$ cat src/include/pspm_pkg.sv
package pspm_pkg;

    localparam int PC_W        = 12;
    localparam int PAGE_W      = 2;
    localparam int OFS_W       = 11;
    localparam int PHYS_W      = 13;
    localparam int DADDR_W     = 8;
    localparam int DATA_W      = 8;
    localparam int STACK_DEPTH = 6;
    localparam int SP_W        = 3;

    localparam logic [DADDR_W-1:0] PAGE_SEL_ADDR = 8'hCA;
    localparam logic [PAGE_W-1:0]  STATIC_PAGE   = 2'h1;
    localparam logic [PAGE_W-1:0]  PAGE_SEL_RST  = 2'h0;
    localparam int                 STATIC_MSB    = 11;

    localparam logic [PC_W-1:0] IRQ_VEC_BASE = 12'hFF0;
    localparam logic [PC_W-1:0] NMI_VEC_ADDR = 12'hFFC;
    localparam logic [PC_W-1:0] RST_VEC_ADDR = 12'hFFE;
    localparam logic [PC_W-1:0] PC_RST       = 12'h000;
    localparam logic [SP_W-1:0] SP_RST       = 3'h0;

    // request from the core's fetch logic
    typedef struct packed {
        logic            valid;
        logic [PC_W-1:0] program_counter;
    } pspm_fetch_type;

    // data-space write from the core
    typedef struct packed {
        logic               wr_en;
        logic               bit_op;
        logic [DADDR_W-1:0] addr;
        logic [DATA_W-1:0]  data;
    } pspm_dwrite_type;

    typedef enum logic [1:0] {
        ST_RESET = 2'b00,
        ST_VECT  = 2'b01,
        ST_RUN   = 2'b11
    } pspm_state_type;

endpackage : pspm_pkg

$ cat src/verilog/pspm_stack.sv
`timescale 1ns/1ps
module pspm_stack
    import pspm_pkg::*;
(
    input  wire logic            ref_clk,
    input  wire logic            reset_n,
    input  wire logic            push,
    input  wire logic            pop,
    input  wire logic [PC_W-1:0] push_addr,
    output logic      [PC_W-1:0] top_addr,
    output logic      [SP_W-1:0] depth
);
    logic [PC_W-1:0] level_q [STACK_DEPTH];
    logic [SP_W-1:0] depth_q;

    // shift register: deepest entry falls off when full
    always_ff @(posedge ref_clk)
    begin
        if (push)
        begin
            level_q[0] <= push_addr;
            for (int i = 1; i < STACK_DEPTH; i++)
                level_q[i] <= level_q[i-1];
        end
        else if (pop)
        begin
            for (int i = 0; i < STACK_DEPTH - 1; i++)
                level_q[i] <= level_q[i+1];
        end
    end

    always_ff @(posedge ref_clk)
    begin
        if (!reset_n)
            depth_q <= SP_RST;
        else if (push && depth_q != SP_W'(STACK_DEPTH))
            depth_q <= depth_q + 3'h1;
        else if (pop && !push && depth_q != SP_RST)
            depth_q <= depth_q - 3'h1;
    end

    assign top_addr = level_q[0];
    assign depth    = depth_q;

endmodule : pspm_stack

$ cat src/verilog/pspm_mapper.sv
`timescale 1ns/1ps
// Functional notes
// RQ1 - core program address is twelve bits
// RQ2 - four physical pages of 2 Kbytes
// RQ3 - lower half uses selected page
// RQ4 - counter top bit forces static page
// RQ5 - static page also reachable via lower half
// RQ6 - software changes pages through static page
// RQ7 - vectors are fetched from static page
// RQ8 - six-level return address stack
// RQ9 - falling edge on nmi requests service
// RQ10 - reset restarts through reset vector
// RQ11 - two-bit page number encodes pages 0-3
// RQ12 - page select write-only at CAh
// RQ13 - calls and interrupts keep page select
// RQ14 - physical address is page plus eleven bits
module pspm_mapper
    import pspm_pkg::*;
(
    input  wire logic            ref_clk,
    input  wire logic            reset_n,
    input  wire pspm_fetch_type  fetch,
    input  wire pspm_dwrite_type dwrite,
    input  wire logic            nmi_n,
    input  wire logic            irq_take,
    input  wire logic [1:0]      irq_index,
    input  wire logic            ret_take,
    input  wire logic            call_take,
    input  wire logic [PC_W-1:0] ret_addr,
    output logic [PHYS_W-1:0]    phys_addr_q,
    output logic                 phys_valid_q,
    output logic [PAGE_W-1:0]    program_page_select_q,
    output logic                 nmi_pending_q,
    output logic                 vector_fetch_q,
    output logic [PC_W-1:0]      vector_addr_q,
    output logic [PC_W-1:0]      stack_top_q,
    output logic [SP_W-1:0]      stack_depth_q
);

    ////////////////////////////////////////////////////////////////////
    // page decode

    // used for fetches and for the vector path
    function automatic logic [PAGE_W-1:0] pick_page(
        input logic [PC_W-1:0]   pc,
        input logic [PAGE_W-1:0] page_number_field);
        if (pc[STATIC_MSB])
            pick_page = STATIC_PAGE; // [RQ4]
        else
            pick_page = page_number_field; // [RQ3] [RQ5] [RQ11]
    endfunction : pick_page

    function automatic logic [PHYS_W-1:0] map_addr(
        input logic [PC_W-1:0]   pc,
        input logic [PAGE_W-1:0] sel);
        map_addr = {pick_page(pc, sel), pc[OFS_W-1:0]}; // [RQ14] [RQ2]
    endfunction : map_addr

    ////////////////////////////////////////////////////////////////////
    // page select register

    logic page_wr;
    // bit instructions are ignored rather than merged: no readback exists
    assign page_wr = dwrite.wr_en && !dwrite.bit_op
                     && dwrite.addr == PAGE_SEL_ADDR; // [RQ12]

    // undefined after reset in silicon; held at a known value here
    always_ff @(posedge ref_clk)
    begin
        if (!reset_n)
            program_page_select_q <= PAGE_SEL_RST;
        else if (page_wr)
            program_page_select_q <= dwrite.data[PAGE_W-1:0]; // [RQ13]
    end

    ////////////////////////////////////////////////////////////////////
    // nmi edge detect and sequencing

    logic           nmi_q;
    logic           nmi_fall;
    pspm_state_type state_q;

    assign nmi_fall = nmi_q && !nmi_n; // [RQ9]

    always_ff @(posedge ref_clk)
    begin
        if (!reset_n)
            nmi_q <= 1'b1;
        else
            nmi_q <= nmi_n;
    end

    // set wins over the clear taken by the vector fetch
    always_ff @(posedge ref_clk)
    begin
        if (!reset_n)
            nmi_pending_q <= 1'b0;
        else if (nmi_fall)
            nmi_pending_q <= 1'b1; // [RQ9]
        else if (state_q == ST_RUN)
            nmi_pending_q <= 1'b0;
    end

    always_ff @(posedge ref_clk)
    begin
        if (!reset_n)
            state_q <= ST_RESET;
        else
            case (state_q)
                ST_RESET: state_q <= ST_VECT;
                ST_VECT:  state_q <= ST_RUN;
                ST_RUN:   state_q <= ST_RUN;
                default:  state_q <= ST_RESET;
            endcase
    end

    ////////////////////////////////////////////////////////////////////
    // vector selection and physical address

    logic [PC_W-1:0] vec_d;
    logic            vec_go;

    always_comb
    begin
        vec_go = 1'b1;
        vec_d  = RST_VEC_ADDR; // [RQ10]
        if (state_q == ST_RUN)
        begin
            if (nmi_pending_q)
                vec_d = NMI_VEC_ADDR; // [RQ9] [RQ7]
            else if (irq_take)
                vec_d = IRQ_VEC_BASE | {9'h000, irq_index, 1'b0}; // [RQ7]
            else
                vec_go = 1'b0;
        end
        else if (state_q == ST_RESET)
            vec_go = 1'b0;
    end

    always_ff @(posedge ref_clk)
    begin
        if (!reset_n)
        begin
            phys_addr_q    <= {PHYS_W{1'b0}};
            phys_valid_q   <= 1'b0;
            vector_fetch_q <= 1'b0;
            vector_addr_q  <= PC_RST;
        end
        else
        begin
            vector_fetch_q <= vec_go;
            vector_addr_q  <= vec_go ? vec_d : PC_RST;
            phys_valid_q   <= vec_go || fetch.valid;
            if (vec_go)
                phys_addr_q <= map_addr(vec_d, program_page_select_q); // [RQ7]
            else
                phys_addr_q <= map_addr(fetch.program_counter,
                                        program_page_select_q); // [RQ1]
        end
    end

    ////////////////////////////////////////////////////////////////////
    // return stack

    logic [PC_W-1:0] top_w;
    logic [SP_W-1:0] depth_w;

    pspm_stack u_stack (
        .ref_clk   (ref_clk),
        .reset_n   (reset_n),
        .push      (call_take || (vec_go && state_q == ST_RUN)), // [RQ8]
        .pop       (ret_take),
        .push_addr (ret_addr),
        .top_addr  (top_w),
        .depth     (depth_w)
    );

    always_ff @(posedge ref_clk)
    begin
        if (!reset_n)
        begin
            stack_top_q   <= PC_RST;
            stack_depth_q <= SP_RST;
        end
        else
        begin
            stack_top_q   <= top_w;
            stack_depth_q <= depth_w;
        end
    end

    ////////////////////////////////////////////////////////////////////
    // checks

    a_static_top: assert property ( // [RQ4]
        @(posedge ref_clk) disable iff (!reset_n)
        fetch.valid && !vec_go && fetch.program_counter[STATIC_MSB]
        |=> phys_addr_q[PHYS_W-1:OFS_W] == STATIC_PAGE)
        else $error("upper half not mapped to static page");

    a_low_half_page: assert property ( // [RQ3]
        @(posedge ref_clk) disable iff (!reset_n)
        fetch.valid && !vec_go && !fetch.program_counter[STATIC_MSB]
        |=> phys_addr_q[PHYS_W-1:OFS_W]
            == $past(program_page_select_q))
        else $error("lower half ignores page select");

    a_offset_kept: assert property ( // [RQ14]
        @(posedge ref_clk) disable iff (!reset_n)
        fetch.valid && !vec_go
        |=> phys_addr_q[OFS_W-1:0]
            == $past(fetch.program_counter[OFS_W-1:0]))
        else $error("offset bits not passed through");

    a_page_write: assert property ( // [RQ12]
        @(posedge ref_clk) disable iff (!reset_n)
        page_wr
        |=> program_page_select_q == $past(dwrite.data[PAGE_W-1:0]))
        else $error("page select write lost");

    a_page_hold: assert property ( // [RQ13]
        @(posedge ref_clk) disable iff (!reset_n)
        !page_wr |=> $stable(program_page_select_q))
        else $error("page select changed without write");

    // no disable here: the antecedent spans the reset release itself
    a_reset_vector: assert property ( // [RQ10]
        @(posedge ref_clk)
        !reset_n ##1 reset_n |=> ##1 vector_fetch_q
        && vector_addr_q == RST_VEC_ADDR)
        else $error("reset vector not fetched");

    a_nmi_vector: assert property ( // [RQ9]
        @(posedge ref_clk) disable iff (!reset_n)
        nmi_fall && state_q == ST_RUN |=> ##1 vector_fetch_q
        && vector_addr_q == NMI_VEC_ADDR)
        else $error("nmi not vectored");

    a_vector_static: assert property ( // [RQ7]
        @(posedge ref_clk) disable iff (!reset_n)
        vector_fetch_q |-> phys_addr_q[PHYS_W-1:OFS_W] == STATIC_PAGE)
        else $error("vector fetched outside static page");

    a_stack_bound: assert property ( // [RQ8]
        @(posedge ref_clk) disable iff (!reset_n)
        stack_depth_q <= SP_W'(STACK_DEPTH))
        else $error("stack depth above six");

    c_page_switch: cover property (@(posedge ref_clk) disable iff (!reset_n)
        page_wr ##1 fetch.valid && !fetch.program_counter[STATIC_MSB]);
    c_nmi_taken: cover property (@(posedge ref_clk) disable iff (!reset_n)
        nmi_fall ##2 vector_fetch_q);
    c_irq_taken: cover property (@(posedge ref_clk) disable iff (!reset_n)
        irq_take && state_q == ST_RUN && !nmi_pending_q);
    c_stack_full: cover property (@(posedge ref_clk) disable iff (!reset_n)
        stack_depth_q == SP_W'(STACK_DEPTH));

endmodule : pspm_mapper

$ cat config.mk
export PLATFORM = sky130hd
export DESIGN_NAME = pspm_mapper
export DESIGN_NICKNAME = d
export VERILOG_FILES = /design/src/include/pspm_pkg.sv /design/src/verilog/pspm_stack.sv /design/src/verilog/pspm_mapper.sv
export SDC_FILE = /design/constraint.sdc
export NUM_CORES = 1
export LEC_CHECK = 0
export BUFFER_PORTS_ARGS = -buffer_cell sky130_fd_sc_hd__buf_2
export CAP_MARGIN = 10
export CORE_UTILIZATION = 58
export CTS_BUF_LIST = sky130_fd_sc_hd__clkbuf_8
export DETAILED_ROUTE_END_ITERATION = 16
export PLACE_DENSITY = 0.84
export SLEW_MARGIN = 5
export SYNTH_ARGS = -nofsm -noshare
export SYNTH_HDL_FRONTEND = slang
export SYNTH_SLANG_ARGS = --single-unit
$ cat constraint.sdc
create_clock -name ref_clk -period 3.7 [get_ports ref_clk]
set_input_delay 0.185 -clock ref_clk [delete_from_list [all_inputs] [get_ports ref_clk]]
set_output_delay 0.185 -clock ref_clk [all_outputs]
set_load 0.02 [all_outputs]
**Yosys cells after proc, flatten, opt, wreduce, memory -nomap -nowiden**

Memories as Yosys holds them, arrays and structs flattened.
Index checks and enable logic that the tools add are counted.

- Flip-flop bits (word level): 51
- Memory bits (writable): 72
- Input bits: 51
- Output and inout bits: 45
- Logic and storage cells: 66
- Memories: 1

Memory list:

| memory | depth | bits a word | rd ports | clocked after Yosys merged registers in | wr ports | RTL line | source |
|---|---|---|---|---|---|---|---|
| u_stack.level_q | 6 | 12 | 6 | 0 | 6 | pspm_stack.sv:13 | `logic [PC_W-1:0] level_q [STACK_DEPTH];` |

- Add/subtract/negate cells: 2
- Eq/ne operators: 4
- Mux-type cells: 25
- Bitwise logic cells: 5
- Reductions and logical operators: 18

Operators by type and width:

| kind | count |
|---|---|
| $mux W12 | 5 |
| $mux W13 | 1 |
| $mux W4 | 3 |
| $mux W1 | 11 |
| $eq A8 B8 Y1 const B | 1 |
| $logic_and A1 B1 Y1 | 7 |
| $mux W3 | 2 |
| $or A1 B1 Y1 | 5 |
| $mux W2 | 2 |
| $pmux W2 S2 | 1 |
| $reduce_bool A2 Y1 | 2 |
| $add A3 B1 Y3 const B | 1 |
| $logic_not A1 Y1 | 3 |
| $ne A3 B3 Y1 const B | 1 |
| $reduce_bool A3 Y1 | 1 |
| $sub A3 B1 Y3 const B | 1 |
| $eq A2 B1 Y1 const B | 1 |
| $eq A2 B2 Y1 const B | 1 |
| $logic_not A2 Y1 | 1 |
| $logic_or A1 B1 Y1 | 2 |
| $reduce_and A2 Y1 | 1 |
| $reduce_or A2 Y1 | 1 |

**Longest topological paths before layout**

- Word-level depth: 10
- Gate-level depth with buffers: 9
- Mapped depth without buffers: 8

**By module**

A second synthesis with hierarchy kept.

- Cells, all modules: 286
- Area total of the unflattened synthesis: 4758.3 sq um

Modules (own cells, without submodules):

| module | instances | cells an instance | area an instance (sq um) | sequential area each (sq um) |
|---|---|---|---|---|
| pspm_stack | 1 | 171 | 3449.6 | 2222.1 |
| pspm_mapper | 1 | 115 | 1308.8 | 800.8 |

**Worst setup path before layout**

OpenSTA, ideal clock, no wires.

- Kind: register to register
- From: register nmi_pending_q
- To: memory u_stack.level_q[0][0], enable pin
- Library setup time: 0.420 ns
- Arrival: 1.990 ns
- Data required time: 3.280 ns
- Slack: 1.290 ns
- Stages on the path, launching flop included: 3
- Path buffers: 0
- Period minus slack after synthesis: 2.410 ns
- Path through: dfxtp_1 -> o211ai_2 -> nand2_1

RTL lines:

| element | RTL line | source |
|---|---|---|
| start, declared | pspm_mapper.sv:33 | `output logic nmi_pending_q,` |
| start signal, assigned | pspm_mapper.sv:97 | `nmi_pending_q <= 1'b0;` |
| start signal, assigned | pspm_mapper.sv:99 | `nmi_pending_q <= 1'b1;` |
| start signal, assigned | pspm_mapper.sv:101 | `nmi_pending_q <= 1'b0;` |
| end, declared | pspm_stack.sv:13 |  |

**Worst setup path after layout**

- From: register state_q[0]
- To: register u_stack.depth_q[2], in the netlist u_stack.depth[2]

- Longest elaborated chain between the ends: 9
- Elaborated cells between the ends (all ways): 12
- Classes of those cells: eq/ne: 1; mux: 3; reduce/logical: 8

RTL lines:

| element | RTL line | source |
|---|---|---|
| start, declared | pspm_mapper.sv:81 | `pspm_state_type state_q;` |
| start signal, assigned | pspm_mapper.sv:107 | `state_q <= ST_RESET;` |
| start signal, assigned | pspm_mapper.sv:110 | `ST_RESET: state_q <= ST_VECT;` |
| start signal, assigned | pspm_mapper.sv:111 | `ST_VECT: state_q <= ST_RUN;` |
| $logic_not A2 Y1 | pspm_mapper.sv:136 | `else if (state_q == ST_RESET)` |
| $mux W1 | pspm_mapper.sv:136 |  |
| $mux W1 | pspm_mapper.sv:127 | `if (state_q == ST_RUN)` |
| $logic_and A1 B1 Y1 * | pspm_mapper.sv:171 | `.push (call_take \|\| (vec_go && state_q == ST_RUN)),` |
| $logic_or A1 B1 Y1 * | pspm_mapper.sv:171 |  |
| net u_stack.push | pspm_stack.sv:7 | `input wire logic push,` |
| $logic_not A1 Y1 | pspm_stack.sv:38 | `else if (pop && !push && depth_q != SP_RST)` |
| $logic_and A1 B1 Y1 (2 in a row) | pspm_stack.sv:38 |  |
| $reduce_bool A2 Y1 (no source line) | n/a |  |
| end signal, assigned | pspm_stack.sv:37 | `depth_q <= depth_q + 3'h1;` |
| end signal, assigned | pspm_stack.sv:39 | `depth_q <= depth_q - 3'h1;` |
| end, declared | pspm_stack.sv:14 | `logic [SP_W-1:0] depth_q;` |

Mark *: on every way through the listed nets, which the timed path passes. The rest lies on a longest branch.
A chain may end at the register's enable or synchronous reset.

==> results.yml <==
yosys:
  synth_top_area_cell: "edfxtp_1"
  yosysUniqueCellTypes: 43
  yosys_warnings: 0
  synthArstFlopShare_pct: 0
  yosysSeqAreaShare_pct: 68.1
  synth_edf_count: 72
  ys_top_cells_by_area: "edfxtp_1, dfxtp_1, mux2_2"
  synth-main-ff-cell: "edfxtp_1"
  synth_seq_cells: 115
  post-synth-top-count-cell: "edfxtp_1"
  synthesis.nets: 333
  synth_common_cells: "edfxtp_1, mux2_2, dfxtp_1"
  synth_cells: 281
  synth_top_area_share_pct: 48.7
  syn_area_sq_um: 4440
  synth_area_per_cell_sq_um: 15.8
cts:
  clockBufferDepth: 2
  path_clk_slew_ps: 70
  htree_levels: 4
  cts_made_buffers: 17
  clock-root-buffer: "clkbuf_8"
  cts_tree: "done"
  insertion_delay_ps: 420
  cts_sinks: 115
floorplanning:
  die_area_sq_um: 8010
  initial_utilization_pct: 60.6
  die_y_um: 89.5
  pin_count: 96
  fp.dieW_um: 89.5
  coreArea_sq_um: 7330
  placement_rows: 31
detailed_routing:
  viasPerCell: 5.21
  drtIter0Drc: 141
  final_antenna_net_count: 0
  via_count: 2581
  drc: 0
  firstDrtPassIters: 6
  routed_wl_um: 7510
  wire_per_inst_um: 15.2
layout:
  nFillCells: 466
  antenna_cells: 0
  seqCellArea_sq_um: 3020
  fin_area_sq_um: 5390
  final_core_util_pct: 73.5
  syn_to_final_growth_pct: 21.4
  nNetsFinal: 435
  layout-drive-gt1-share_pct: 46.7
  multiInputGateArea_sq_um: 1250
pwr:
  cellPowerDensity_nw_per_um2: 578
  p_leak_nw: 2.25
  ir_drop_v: 0.000325
worst_setup_path:
  worstPathArrival_ps: 2990
  rr_endpoint: "u_stack.depth[2]"
  path_cells: "o211a_1 > nor2_1 > inv_1 > o21ai_0 > fa_1 > or4_1 > o311ai_0 > a221oi_1"
  endpoint_kind: "register"
  start_kind: "register"
  path_buf_inv: 1
  crit_type: "register to register"
  r2r_setup_slack_ps: 1000
  cp_slowest_cell: "dfxtp_1"
  critPathTopFamily: "compound AO/OA/AOI/OAI gates"
  r2r-start: "state_q[0]"
  crit_fanout: 13
  worstSetupPathDepth: 8
  r2r_cells: 8
  cp_slowest_stage_delay_ps: 470
  worstPathRequired_ps: 3990
sta:
  hold_viol: 0
  report.final.slew_viol_count: 0
  worst_slew_pin_slew_ps: 872
  fmax_mhz: 371
  rsz0062_at_grt: "false"
  slew_headroom_pct: 41.6
  finalSetupViolCount: 0
  setup-tns-final_ps: 0
  period_share_pct: 72.9
  min_period_ps: 2700
  finClkSkew_ps: 7.41
placement:
  port_buffers: 88
  place_area_sq_um: 4860
  place.gp.congestion: 0.769
  dp_hpwl_um: 4580
global_route:
  grt_first_pass_wirelength_um: 11100
  grt.total_usage_pct: 19.7
  grt_max_degree: 63
  antenna_found_initial: 0
  overflow: 0
  grt_pass1_vias: 2357
worst_hold_path:
  hold_path_class: "input pin to register"
  min_to: "program_page_select_q[1]"
  min_from: "dwrite[1]"
  hold_depth: 3
run:
  maxCapViolCount: 0
outcome:
  outcome: "finished clean"
[repair_timing]
item	in CTS	in global routing
hold endpoints to repair	15	0
hold buffers	14	0
gates resized for setup	0	0
setup buffers	0	0
[layout by cell type (no fill, tap or decap), drive strengths merged, types with 3 or more instances in the layout]
cell         instances
dlygate4sd3         14
dfxtp               43
a21oi                5
nor2                 3
inv                  8
nor2b                5
and2                18
nand2                4
buf                 89
o21a                10
o21ai                5
clkinv               7
edfxtp              72
mux2                60
clkbuf              20
and3                 3
[how the worst max path moves through the flow]
stage / end / startpoint / slack, ps
3_5_place_dp: u_stack.depth[2] / state_q[0] / 1010
3_3_place_gp: u_stack.depth[2] / state_q[0] / 1140
6_report: u_stack.depth[2] / state_q[0] / 1000
5_1_grt: u_stack.depth[2] / state_q[0] / 800
2_1_floorplan: u_stack.level_q[0][0] / nmi_pending_q / 1290
4_1_cts: u_stack.depth[2] / state_q[0] / 990
[per-stage QoR]
stage | setup WS (ps) | hold slack, ps | std cells | power, W
2_1_floorplan | 1290 | 286 | 281 | 0.00190
3_3_place_gp | 1140 | 394 | 449 | 0.00198
3_5_place_dp | 1010 | 400 | 449 | 0.00201
4_1_cts | 992 | 18.8 | 495 | 0.00314
5_1_grt | 805 | 38.1 | 495 | 0.00326
6_report | 1000 | 36.0 | 495 | 0.00311
[power breakdown]
group	switching, W	leakage, nW	internal, W
Combinational	0.000171	0.942	0.000180
Sequential	0.0000798	1.09	0.00156
Clock	0.000479	0.215	0.000641
Total	0.000730	2.25	0.00238
[cells by family after synthesis]
logic type,Yosys count,synth area share [%]
compound gates,36,5.81
simple gates,41,6.03
fa+ha+maj,1,0.451
mux,62,15.7
flops,115,68.1
buf+inv,25,3.86
other cells,1,0.0845
[tightest hold or removal path, cell delays in order]
cell	delay (ps)
buf_2	70
mux2i_1	60
nor2b_1	90
[metal layers]
metal	up-vias	global-route usage [%]	part of all wire [%]
met2	89	31.4	48
met5	-	0	0
met3	9	7.76	5.8
li1	1243	-	-
met4	0	8.66	1.2
met1	1240	23.8	45
[state kept, by name, indices dropped and copies added (netlist names)]
signal and count:
state_q 2, nmi_pending_q 1, stack_top_q 12, u_stack.depth 3
nmi_q 1, vector_fetch_q 1, vector_addr_q 4, phys_valid_q 1
phys_addr_q 13, stack_depth_q 3, u_stack.level_q 72, program_page_select_q 2
[area by class of cell]
cell class,instances,share of cell area (%)
Tap cell,99,2.30
Sequential cell,115,56.1
Inverter,5,0.348
Clock inverter,12,2.09
Multi-Input combinational cell,141,23.1
Clock buffer,20,5.11
Timing Repair Buffer,103,10.9
No activity file was read; power rests on OpenSTA's default activity.
